### src/rtl/srap_pkg.sv
// Shared constants for the serial register access port, both ends.
// Assumes one system clock of 250 MHz on each end.
package srap_pkg;
   // Frame layout
   localparam int FRAME_BITS = 24;
   localparam int HDR_BITS   = 16;
   localparam int ADDR_W     = 15;
   localparam int DATA_W     = 8;
   // Device register offsets
   localparam logic [14:0] OFS_IF_SETUP_A  = 15'h000;
   localparam logic [14:0] OFS_DEV_SETUP   = 15'h002;
   localparam logic [14:0] OFS_PART_CAT    = 15'h003;
   localparam logic [14:0] OFS_PART_ID     = 15'h004;
   localparam logic [14:0] OFS_PART_REV    = 15'h006;
   localparam logic [14:0] OFS_MAKER_ID    = 15'h00C;
   localparam logic [14:0] OFS_USER_SERIAL = 15'h010;
   localparam logic [14:0] OFS_CLOCK_CONTROL_0   = 15'h029;
   localparam logic [14:0] OFS_CLOCK_CONTROL_1   = 15'h02A;
   localparam logic [14:0] OFS_SYSREF_CAPTURE_POSITION  = 15'h02C;
   localparam logic [14:0] OFS_FS_ADJ_A    = 15'h030;
   localparam logic [14:0] OFS_FS_ADJ_B    = 15'h032;
   localparam logic [14:0] OFS_REF_BYPASS  = 15'h038;
   // Reset values
   localparam logic [7:0]  RST_IF_SETUP_A  = 8'h30;
   localparam logic [7:0]  RST_DEV_SETUP   = 8'h00;
   localparam logic [7:0]  RST_USER_SERIAL = 8'h00;
   localparam logic [7:0]  RST_CLOCK_CONTROL_0   = 8'h00;
   localparam logic [7:0]  RST_CLOCK_CONTROL_1   = 8'h20;
   localparam logic [15:0] RST_FS_ADJ      = 16'hA000;
   localparam logic [7:0]  RST_REF_BYPASS  = 8'h00;
   // Field positions
   localparam int ASC_BIT_HI = 5;
   localparam int ASC_BIT_LO = 2;
   localparam int HOLD_BIT   = 0;
   // Host command registers
   localparam logic [1:0] HOFS_ADDR   = 2'h0;
   localparam logic [1:0] HOFS_DATA   = 2'h1;
   localparam logic [1:0] HOFS_CTRL   = 2'h2;
   localparam logic [1:0] HOFS_STATUS = 2'h3;
   localparam int CTRL_START = 0;
   localparam int CTRL_READ  = 1;
   localparam int CTRL_KEEP  = 2;
   localparam int STAT_BUSY  = 0;
   localparam int STAT_OPEN  = 1;
   // Host serial clock timing
   localparam int CLK_PERIOD_NS = 4;
   localparam int SCLK_HALF_NS  = 64;
   localparam int SCLK_HALF_CYC = (SCLK_HALF_NS + CLK_PERIOD_NS - 1) / CLK_PERIOD_NS;
endpackage

### src/rtl/srap_link_if.sv
// Four-wire serial link between host controller and device.
// Assumes the bench or top joins one device instance to one host instance or to bench drive.
`timescale 1ns/10ps
interface srap_link_if;
   logic select_n;
   logic sclk;
   logic sdi;
   logic sdo_out;
   logic sdo_oe_n;
   wire  sdo_line;

   // Released output reads as its pull-up level
   assign sdo_line = sdo_oe_n ? 1'b1 : sdo_out;

   modport dev_mp (input select_n, input sclk, input sdi, output sdo_out, output sdo_oe_n);
   modport host_mp (output select_n, output sclk, output sdi, input sdo_line);
endinterface

### src/rtl/srap_dev.sv
// Device end of the serial register access port with its register file.
// Assumes a host that drives select_n, sclk and sdi; all sampled by clk.
// Function
// RULE1 - Host keeps select low for whole access
// RULE2 - Sample serial input on rising edges
// RULE3 - No minimum serial clock rate
// RULE4 - Frame is 24 bits: direction, address, data
// RULE5 - Most significant bit first both ways
// RULE6 - First bit one reads, zero writes
// RULE7 - Next fifteen bits carry register address
// RULE8 - Write stores last eight bits received
// RULE9 - Read ignores input, shifts register out
// RULE10 - Output driven only during read data
// RULE11 - Streaming continues bytes while select low
// RULE12 - Address steps per byte, up by default
// RULE13 - Setup bits five and two set direction
// RULE14 - Hold bit stops address stepping
// RULE15 - Host avoids access during calibration
// RULE16 - Output changes on falling serial edge
// RULE17 - Short frames change no register
//
// Decided for this implementation: the plain strobed port.
`timescale 1ns/10ps
module srap_dev
   import srap_pkg::*;
#(
   parameter logic [7:0]  PART_CATEGORY = 8'h11,   // Arbitrary value
   parameter logic [15:0] PART_IDENT    = 16'h1234, // Arbitrary value
   parameter logic [7:0]  PART_REV      = 8'h01,   // Arbitrary value
   parameter logic [15:0] MAKER_IDENT   = 16'h5A5A  // Arbitrary value
)
(
   // Clock and reset
   input  wire logic        clk,
   input  wire logic        sys_rst,
   // Serial link
   srap_link_if.dev_mp      link,
   // User side
   input  wire logic [23:0] sysref_capture_position,
   output logic      [7:0]  if_setup_a,
   output logic      [7:0]  dev_setup,
   output logic      [7:0]  user_serial_setup,
   output logic      [7:0]  clock_control_0,
   output logic      [7:0]  clock_control_1,
   output logic      [15:0] fs_adj_a,
   output logic      [15:0] fs_adj_b,
   output logic      [7:0]  ref_bypass
);

   typedef enum logic {PH_HDR, PH_DATA} srap_phase_type;

   logic [1:0]     sclk_q;
   logic           sclk_d_r;
   logic [1:0]     sel_q;
   logic [1:0]     sdi_q;
   srap_phase_type ph_r;
   logic [3:0]     hdr_cnt_r;
   logic [2:0]     bit_cnt_r;
   logic           rd_r;
   logic [14:0]    addr_r;
   logic [6:0]     rx_sh_r;
   logic [6:0]     tx_sh_r;
   logic           sdo_r;
   logic           oe_n_r;
   logic [7:0]     if_setup_a_r;
   logic [7:0]     dev_setup_r;
   logic [7:0]     user_serial_r;
   logic [7:0]     clock_control_0_r;
   logic [7:0]     clock_control_1_r;
   logic [15:0]    fs_adj_a_r;
   logic [15:0]    fs_adj_b_r;
   logic [7:0]     ref_bypass_r;
   logic [7:0]     tx_byte;

   // Readback of one register byte; multi-byte registers low byte first
   function automatic logic [7:0] rd_byte(input logic [14:0] a);
      case (a)
         OFS_IF_SETUP_A:        rd_byte = if_setup_a_r;
         OFS_DEV_SETUP:         rd_byte = dev_setup_r;
         OFS_PART_CAT:          rd_byte = PART_CATEGORY;
         OFS_PART_ID:           rd_byte = PART_IDENT[7:0];
         OFS_PART_ID + 15'h1:   rd_byte = PART_IDENT[15:8];
         OFS_PART_REV:          rd_byte = PART_REV;
         OFS_MAKER_ID:          rd_byte = MAKER_IDENT[7:0];
         OFS_MAKER_ID + 15'h1:  rd_byte = MAKER_IDENT[15:8];
         OFS_USER_SERIAL:       rd_byte = user_serial_r;
         OFS_CLOCK_CONTROL_0:         rd_byte = clock_control_0_r;
         OFS_CLOCK_CONTROL_1:         rd_byte = clock_control_1_r;
         OFS_SYSREF_CAPTURE_POSITION:        rd_byte = sysref_capture_position[7:0];
         OFS_SYSREF_CAPTURE_POSITION + 15'h1: rd_byte = sysref_capture_position[15:8];
         OFS_SYSREF_CAPTURE_POSITION + 15'h2: rd_byte = sysref_capture_position[23:16];
         OFS_FS_ADJ_A:          rd_byte = fs_adj_a_r[7:0];
         OFS_FS_ADJ_A + 15'h1:  rd_byte = fs_adj_a_r[15:8];
         OFS_FS_ADJ_B:          rd_byte = fs_adj_b_r[7:0];
         OFS_FS_ADJ_B + 15'h1:  rd_byte = fs_adj_b_r[15:8];
         OFS_REF_BYPASS:        rd_byte = ref_bypass_r;
         default:               rd_byte = 8'h00;
      endcase
   endfunction

   // Edge and level decode of synchronised pins
   wire        sclk_rise = sclk_q[1] & ~sclk_d_r;   // [RULE2] [RULE3]
   wire        sclk_fall = ~sclk_q[1] & sclk_d_r;   // [RULE16]
   wire        sel_act   = ~sel_q[1];               // [RULE1]
   wire        rise_go   = sel_act & sclk_rise;
   wire        byte_end  = rise_go & (ph_r == PH_DATA) & (bit_cnt_r == 3'h7);
   wire        wr_go     = byte_end & ~rd_r;        // [RULE8] [RULE17]
   wire [7:0]  wr_data   = {rx_sh_r, sdi_q[1]};     // [RULE5]
   wire        addr_up   = if_setup_a_r[ASC_BIT_HI] | if_setup_a_r[ASC_BIT_LO]; // [RULE13]
   wire        addr_hold = user_serial_r[HOLD_BIT]; // [RULE14]
   wire [14:0] addr_next = addr_hold ? addr_r :
                           (addr_up ? addr_r + 15'h1 : addr_r - 15'h1); // [RULE12]

   // Read byte; re-evaluated when any register changes, not only the address
   always_comb
   begin
      tx_byte = rd_byte(addr_r);                    // [RULE9]
   end

   // Two-stage synchronisers plus delayed clock for edge finding
   always_ff @(posedge clk or posedge sys_rst)
   begin
      if (sys_rst)
      begin
         sclk_q   <= 2'h0;
         sclk_d_r <= 1'b0;
         sel_q    <= 2'h3;
         sdi_q    <= 2'h0;
      end
      else
      begin
         sclk_q   <= {sclk_q[0], link.sclk};
         sclk_d_r <= sclk_q[1];
         sel_q    <= {sel_q[0], link.select_n};
         sdi_q    <= {sdi_q[0], link.sdi};
      end
   end

   // Receive side: header then data bytes
   always_ff @(posedge clk or posedge sys_rst)
   begin
      if (sys_rst)
      begin
         ph_r      <= PH_HDR;
         hdr_cnt_r <= 4'h0;
         bit_cnt_r <= 3'h0;
         rd_r      <= 1'b0;
         addr_r    <= 15'h0;
         rx_sh_r   <= 7'h0;
      end
      else if (!sel_act)
      begin
         ph_r      <= PH_HDR;                       // [RULE17]
         hdr_cnt_r <= 4'h0;
         bit_cnt_r <= 3'h0;
      end
      else if (rise_go)
      begin
         case (ph_r)
            PH_HDR:
            begin
               if (hdr_cnt_r == 4'h0)
                  rd_r <= sdi_q[1];                 // [RULE6]
               else
                  addr_r <= {addr_r[13:0], sdi_q[1]}; // [RULE7] [RULE5]
               hdr_cnt_r <= hdr_cnt_r + 4'h1;
               if (hdr_cnt_r == 4'(HDR_BITS - 1))
                  ph_r <= PH_DATA;                  // [RULE4]
            end
            PH_DATA:
            begin
               rx_sh_r   <= {rx_sh_r[5:0], sdi_q[1]};
               bit_cnt_r <= bit_cnt_r + 3'h1;
               if (bit_cnt_r == 3'h7)
                  addr_r <= addr_next;              // [RULE11] [RULE12]
            end
            default: ph_r <= PH_HDR;
         endcase
      end
   end

   // Transmit side: drive read data from falling edges only
   always_ff @(posedge clk or posedge sys_rst)
   begin
      if (sys_rst)
      begin
         sdo_r   <= 1'b0;
         oe_n_r  <= 1'b1;
         tx_sh_r <= 7'h0;
      end
      else if (!sel_act || !rd_r || ph_r != PH_DATA)
         oe_n_r <= 1'b1;                            // [RULE10]
      else if (sclk_fall)
      begin
         oe_n_r <= 1'b0;                            // [RULE10]
         if (bit_cnt_r == 3'h0)
            {sdo_r, tx_sh_r} <= tx_byte;            // [RULE9] [RULE11] [RULE16]
         else
            {sdo_r, tx_sh_r} <= {tx_sh_r, 1'b0};    // [RULE5]
      end
   end

   // Writable register file
   always_ff @(posedge clk or posedge sys_rst)
   begin
      if (sys_rst)
      begin
         if_setup_a_r  <= RST_IF_SETUP_A;
         dev_setup_r   <= RST_DEV_SETUP;
         user_serial_r <= RST_USER_SERIAL;
         clock_control_0_r   <= RST_CLOCK_CONTROL_0;
         clock_control_1_r   <= RST_CLOCK_CONTROL_1;
         fs_adj_a_r    <= RST_FS_ADJ;
         fs_adj_b_r    <= RST_FS_ADJ;
         ref_bypass_r  <= RST_REF_BYPASS;
      end
      else if (wr_go)
      begin
         case (addr_r)                              // [RULE8]
            OFS_IF_SETUP_A:       if_setup_a_r      <= wr_data;
            OFS_DEV_SETUP:        dev_setup_r       <= wr_data;
            OFS_USER_SERIAL:      user_serial_r     <= wr_data;
            OFS_CLOCK_CONTROL_0:        clock_control_0_r       <= wr_data;
            OFS_CLOCK_CONTROL_1:        clock_control_1_r       <= wr_data;
            OFS_FS_ADJ_A:         fs_adj_a_r[7:0]   <= wr_data;
            OFS_FS_ADJ_A + 15'h1: fs_adj_a_r[15:8]  <= wr_data;
            OFS_FS_ADJ_B:         fs_adj_b_r[7:0]   <= wr_data;
            OFS_FS_ADJ_B + 15'h1: fs_adj_b_r[15:8]  <= wr_data;
            OFS_REF_BYPASS:       ref_bypass_r      <= wr_data;
            default:              ref_bypass_r      <= ref_bypass_r;
         endcase
      end
   end

   // Outputs straight from flops
   assign link.sdo_out      = sdo_r;
   assign link.sdo_oe_n     = oe_n_r;
   assign if_setup_a        = if_setup_a_r;
   assign dev_setup         = dev_setup_r;
   assign user_serial_setup = user_serial_r;
   assign clock_control_0         = clock_control_0_r;
   assign clock_control_1         = clock_control_1_r;
   assign fs_adj_a          = fs_adj_a_r;
   assign fs_adj_b          = fs_adj_b_r;
   assign ref_bypass        = ref_bypass_r;

endmodule

### src/flat_wrapper.sv
// flat-port wrapper written by rule: the top's interface ports become plain ports
module srap_dev_flat import srap_pkg::*;
#(
   parameter logic [7:0]  PART_CATEGORY = 8'h11,                     
   parameter logic [15:0] PART_IDENT    = 16'h1234,                   
   parameter logic [7:0]  PART_REV      = 8'h01,                     
   parameter logic [15:0] MAKER_IDENT   = 16'h5A5A                    
)
  (clk, sys_rst, sysref_capture_position, if_setup_a, dev_setup, user_serial_setup, clock_control_0, clock_control_1, fs_adj_a, fs_adj_b, ref_bypass, link_select_n, link_sclk, link_sdi, link_sdo_out, link_sdo_oe_n);
  srap_link_if link_i ();
  input  wire logic clk;
  input  wire logic sys_rst;
  input  wire logic [23:0] sysref_capture_position;
  output logic      [7:0] if_setup_a;
  output logic      [7:0] dev_setup;
  output logic      [7:0] user_serial_setup;
  output logic      [7:0] clock_control_0;
  output logic      [7:0] clock_control_1;
  output logic      [15:0] fs_adj_a;
  output logic      [15:0] fs_adj_b;
  output logic      [7:0] ref_bypass;
  input wire logic [$bits(link_i.select_n)-1:0] link_select_n;
  input wire logic [$bits(link_i.sclk)-1:0] link_sclk;
  input wire logic [$bits(link_i.sdi)-1:0] link_sdi;
  output wire logic [$bits(link_i.sdo_out)-1:0] link_sdo_out;
  output wire logic [$bits(link_i.sdo_oe_n)-1:0] link_sdo_oe_n;
  assign link_i.select_n = link_select_n;
  assign link_i.sclk = link_sclk;
  assign link_i.sdi = link_sdi;
  assign link_sdo_out = link_i.sdo_out;
  assign link_sdo_oe_n = link_i.sdo_oe_n;
  srap_dev #(.PART_CATEGORY(PART_CATEGORY), .PART_IDENT(PART_IDENT), .PART_REV(PART_REV), .MAKER_IDENT(MAKER_IDENT)) u_core (.clk(clk), .sys_rst(sys_rst), .link(link_i), .sysref_capture_position(sysref_capture_position), .if_setup_a(if_setup_a), .dev_setup(dev_setup), .user_serial_setup(user_serial_setup), .clock_control_0(clock_control_0), .clock_control_1(clock_control_1), .fs_adj_a(fs_adj_a), .fs_adj_b(fs_adj_b), .ref_bypass(ref_bypass));
endmodule
### config.mk
export PLATFORM = sky130hd
export DESIGN_NAME = srap_dev_flat
export DESIGN_NICKNAME = d
export VERILOG_FILES = /design/src/rtl/srap_pkg.sv /design/src/rtl/srap_link_if.sv /design/src/rtl/srap_dev.sv /design/src/flat_wrapper.sv
export SDC_FILE = /design/constraint.sdc
export NUM_CORES = 1
export LEC_CHECK = 0
export ABC_CLOCK_PERIOD_IN_PS = 5600
export CORE_MARGIN = 2
export CORE_UTILIZATION = 60
export CTS_CLUSTER_DIAMETER = 100
export DETAILED_ROUTE_END_ITERATION = 12
export DONT_BUFFER_PORTS = 1
export HOLD_SLACK_MARGIN = 0.03
export PLACE_DENSITY = 0.73
export REMOVE_ABC_BUFFERS = 1
export SYNTH_ARGS = -nofsm -noshare
export SYNTH_HDL_FRONTEND = slang
export SYNTH_SLANG_ARGS = --single-unit
export TNS_END_PERCENT = 100
### constraint.sdc
create_clock -name clk -period 5.6 [get_ports clk]
set_input_delay 0.56 -clock clk [delete_from_list [all_inputs] [get_ports clk]]
set_output_delay 0.56 -clock clk [all_outputs]
set_load 0.01 [all_outputs]
Word level (Yosys, flattened, before mapping) --
Index checks and enable logic that the tools add are counted.
Word-level totals: input bits 29, flip-flop bits (word level) 127
Operators by class: multiplexer cells 20, add/subtract/negate cells 4, reduce and logical (&&, ||, !) cells 26, bitwise operators 13, eq/ne operators 24
Operators with widths (count):
- $eq A15 B6 Y1 const B | 10
- $pmux W8 S18 | 1
- $mux W15 | 4
- $eq A15 B3 Y1 const B | 3
- $eq A15 B2 Y1 const B | 2
- $eq A15 B4 Y1 const B | 2
- $pmux W15 S2 | 1
- $reduce_and A2 Y1 | 13
- $add A15 B1 Y15 const B | 1
- $eq A15 B5 Y1 const B | 1
- $logic_not A15 Y1 | 1
- $sub A15 B1 Y15 const B | 1
- $mux W4 | 3
- $mux W3 | 3
- $mux W1 | 7
- $mux W7 | 1
- $and A1 B1 Y1 | 6
- $ne A2 B2 Y1 const B | 3
- $not A1 Y1 | 6
- $reduce_bool A2 Y1 | 3
- $reduce_and A5 Y1 | 1
- $add A4 B1 Y4 const B | 1
- $eq A4 B4 Y1 const B | 1
- $logic_not A4 Y1 | 1
- other kinds (10) | 11

Logic depth before layout (Yosys ltp) --
depth in word-level cells 7, depth in mapped cells 12, mapped depth without buffers 9

Worst setup path after synthesis --
No wires, ideal clock.
kind register to register, start register u_core.addr_r[1], end register u_core.addr_r[8], arrival 2886 ps, clock period less this slack 3023 ps, slack 2577 ps, cell stages (with the launch flop) 13, library setup time 137 ps, data required time 5463 ps, buffers on the path 4, cell sequence dfrtp_1 clkbuf_1 clkbuf_1 buf_1 buf_1 xnor2_1 ha_1 or3_1 a21oi_1 nor2_1 a41oi_1 mux2i_1 a21oi_1
Between the ends: cells in the longest elaborated chain, start to end 5, elaborated cells on any way between the ends 6, classes of those cells add/sub: 2; mux: 4
RTL lines:
- start, declared | line srap_dev.sv:60 | logic [14:0] addr_r;
- start signal, assigned | line srap_dev.sv:165 | addr_r <= {addr_r[13:0], sdi_q[1]};
- start signal, assigned | line srap_dev.sv:175 | addr_r <= addr_next;
- $sub A15 B1 Y15 or $add A15 B1 Y15 (tied branches) | line srap_dev.sv:112 | (addr_up ? addr_r + 15'h1 : addr_r - 15'h1);
- $mux W15 (*) | line srap_dev.sv:112
- $mux W15 (*) | line srap_dev.sv:111 | wire [14:0] addr_next = addr_hold ? addr_r :
- $mux W15 (*) | line srap_dev.sv:174 | if (bit_cnt_r == 3'h7)
- $pmux W15 S2 (*) | line srap_dev.sv:159 | case (ph_r)
Mark *: on every way between the ends. The rest lies on a longest branch, timed or not. The select of a mux whose other input is x is not followed. A chain may end at the register's enable or synchronous reset.

Final worst setup path --
start register u_core.ph_r, end register u_core.clock_control_1_r[3] (netlist: u_core.clock_control_1[3])
Between the ends: cells in the longest elaborated chain, start to end 4
RTL lines:
- start, declared | line srap_dev.sv:56 | srap_phase_type ph_r;
- start signal, assigned | line srap_dev.sv:144 | ph_r <= PH_HDR;
- start signal, assigned | line srap_dev.sv:153 | ph_r <= PH_HDR;
- start signal, assigned | line srap_dev.sv:168 | ph_r <= PH_DATA;
- $and A1 B1 Y1 (2 in a row) | line srap_dev.sv:106 | wire byte_end = rise_go & (ph_r == PH_DATA) & (bit_cnt_r == 3'h7);
- $and A1 B1 Y1 | line srap_dev.sv:107 | wire wr_go = byte_end & ~rd_r;
- $reduce_and A2 Y1 (no source line)
- end signal, assigned | line srap_dev.sv:224 | OFS_CLOCK_CONTROL_1: clock_control_1_r <= wr_data;
- end, declared | line srap_dev.sv:69 | logic [7:0] clock_control_1_r;
No other way between the ends.

==> results.md <==
- Cell Pwr Density: ~380 nW/um2
- Area share of the largest cell type after synthesis: 42.4%
- Setup TNS: 0 ns
- Nets: 643
- FMAX: 0.251 GHz
- Overall Global Routing Usage: 32.3%
- CORE AREA: 11300 um2
- Setup bufs post-CTS: 0
- PostCTS Resize Cnt: 0
- Most instantiated cells after synthesis: dfrtp_1 (117), mux2_2 (88), nand2_1 (46)
- DRC violations left: 0
- Dpl cell area: 6910 um2
- Hold EP: u_core.sel_q[0]
- Distinct cells, synth: 72
- Die Ht: 111 um
- Combinational power share: 16.4%
- Post-synth EDFFs: 0
- Buffers on Ports: 0
- DIE AREA: 12400 um2
- Crit-path slowest cell: dfrtp_1
- Initial core utilization: 61.0%
- Post-route ant nets: 0
- Routed vias: 5470
- Die Wd: 111 um
- Synth Warn #: 0
- Root Driver: clkbuf_16
- Setup crit start kind: flop
- Clk_skew: 0.0119 ns
- Hold Path Depth: 0
- Drt pass-1 iters: 6
- Row count: 39
- Hpwl dp: 13000 um
- Period minus WS final: ~4.0 ns
- Reg-to-reg slack, setup: 1.62 ns
- Most frequent cell after synthesis: dfrtp_1
- #FFs+latches synth: 127
- Slew Viols, Final: 0
- Mapped Cells: around 640
- R2r endpoint: u_core.clock_control_1[3]
- Mapped Avg Cell Area: roughly 11 um2
- Switch Pwr: just under 900 uW
- Crit. End Element: flop
- Largest net degree at the start of global routing: 80
- Dominant cell type by area after synthesis: dfrtp_1
- CP Class: reg -> reg
- Leak pwr: 3.22 nW
- Maximum VDD drop: 269 uV
- # H-tree levels: 4
- First-pass GRT wire length: 31100 um
- Post-CTS Hold Fix Bufs: 0
- Sw Share: 30.6%
- CP cell instances: and2_1 -> nand3b_1 -> or4_4 -> nor2b_1 -> mux2_2
- Initial DRC Count: 615
- Final period util: between 70% and 80%
- Sink Count: 127
- Initial antenna violation count: 1
- P&R area growth vs syn: 10.0%
- Clock transition at path regs: roughly 0.060 ns
- Routed WL: 19600 um
- Vias in the first global route: 5383
- CP Max Fanout: 30
- DR vias/cell: a little over 7
- Gr ovfl total: 0
- RSZ-0062 raised after global routing: false
- Reg2reg path depth: 5
- Final instance area: about 7600 um2
- Hold Worst Slack: 0.144 ns
- Clock Power Share: 44.0%
- # setup viols final: 0
- Routed length per instance: 25.7 um
- Status: finished clean
- Fin. Hold Viols: 0
- Internal power: 2.01 mW
- Skew-Pair Late Insertion Delay: 0.42 ns
- Seq/Total Area, Yosys: 46.2%
- Max cap viols: 0
- Clock buffer count from CTS: 17
- Min-delay worst type: in -> reg
- Synth async-reset ratio: 100%
- Largest stage delay, worst path: 1.00 ns
- Critical Path AT: 4.28 ns
- Flop pwr share: 39.6%
- Synth top area cells: dfrtp_1 (42%), mux2_2 (14%), dfstp_2 (3.8%)
- Min-delay src: link_select_n
- Synthesized area: 6900 um2
- Top Ports: 111
- Req. time, crit path: ~5.9 ns
- Share of layout cells above drive strength 1: 25.8%
- Slew headroom: between 30 and 40%
- Clock Tree Buf Depth: 2
- Measured slew at the worst slew-check pin: 1.03 ns
- Top_reg_cell synth: dfrtp_1
- Final GP Congestion: 0.870
- CTS tree: done
- Worst R2R Start: u_core.ph_r
==> power by group through the flow <==
stage	Sequential [mW]	Combinational (mW)	Clock, mW
2_1_floorplan	1.13	0.317	0
4_1_cts	1.14	0.465	1.29
5_1_grt	1.16	0.516	1.32
3_3_place_gp	1.15	0.448	0
6_report	1.15	0.474	1.27
3_5_place_dp	1.15	0.460	0
==> registers in the layout, summed over array words and instances, names as in the netlist, 3 cells and up <==
signal and flops:
u_core.bit_cnt_r 3, u_core.dev_setup 8, u_core.user_serial_setup 8, u_core.tx_sh_r 7, u_core.if_setup_a 8, u_core.fs_adj_a 16
u_core.addr_r 15, u_core.hdr_cnt_r 4, u_core.clock_control_0 8, u_core.fs_adj_b 16, u_core.ref_bypass 8, u_core.rx_sh_r 7
u_core.clock_control_1 8
==> per-layer routing <==
| layer | part of all wire (%) | track usage (%) | wire length (um) | up-vias |
|---|---|---|---|---|
| met2 | 49 | 50.9 | 9640 | 317 |
| met4 | 4.2 | 15.6 | 818 | 0 |
| met1 | 38 | 41.8 | 7510 | 2745 |
| met3 | 8.4 | 8.53 | 1660 | 69 |
| li1 | - | - | - | 2339 |
| met5 | 0 | 0 | 0 | - |
==> metrics by stage <==
step / cells / power [mW] / worst slack (ns) / utilization (%)
final: 765 / 2.89 / 1.62 / 67.1
after floorplan: 581 / 1.45 / 1.67 / -
after detailed placement: 732 / 1.61 / 1.70 / 61.0
after CTS: 764 / 2.89 / 1.68 / 67.1
after global routing: 765 / 3.00 / 1.46 / 67.1
after global placement: 732 / 1.59 / 1.82 / 61.0
==> area by class of cell <==
type	instances	area [um2]
clock inverters	13	233
multi-input cells	440	3420
inverters	14	55.1
fillers	883	3720
diodes	1	2.50
clock buffers	19	453
flip-flops and latches	127	3190
well taps	143	179
repair buffers	8	60.1
==> worst max-delay path by stage <==
stage | slack [ns] | end | start | cells after the start
floorplan | 1.67 | u_core.addr_r[0] | sys_rst | 1
global placement | 1.82 | u_core.clock_control_1[7] | u_core.ph_r | 5
detailed placement | 1.70 | u_core.clock_control_1[0] | u_core.ph_r | 5
CTS | 1.68 | u_core.clock_control_1[3] | u_core.ph_r | 5
global route | 1.46 | u_core.clock_control_1[3] | u_core.ph_r | 5
finish | 1.62 | u_core.clock_control_1[3] | u_core.ph_r | 5
==> cell families after synthesis <==
kind of cell | Yosys count | synth area share, %
AO/OA/AOI/OAI | 146 | 14.4
XOR/XNOR | 8 | 1.01
adder cells (fa/ha/maj) | 6 | 1.09
buffers and inverters | 71 | 4.19
flip-flops | 127 | 46.2
multiplexers | 111 | 17.7
AND/OR/NAND/NOR | 169 | 15.4
==> worst max-delay path: cells and delay by family, from the launching register on <==
| family | cells | cell delay [ns] |
|---|---|---|
| flops | 1 | 1.00 |
| mux | 1 | 0.41 |
| simple gates | 4 | 2.45 |
==> cells in the final DEF (no fill, tap or decap), types with 5 or more instances in the layout <==
master       n
nor3_1      11
mux2_2      88
ha_1         6
nor2_1      22
nand3_1     12
buf_4        8
dfrtp_1    117
xnor2_1      7
bufinv_16    6
nor4_4       6
o22ai_1     16
nand4_1      5
or4_1        5
o21ai_0     27
clkbuf_16   17
nor4_1       9
a22oi_1     20
nand2_1     46
nor4_2       5
nor2b_1      7
dfstp_2     10
a21oi_1     32
nand3b_1     6
mux2i_1     23
a22o_1       5
inv_1       13
or3_1        6
Power figures use the tool's default switching activity.
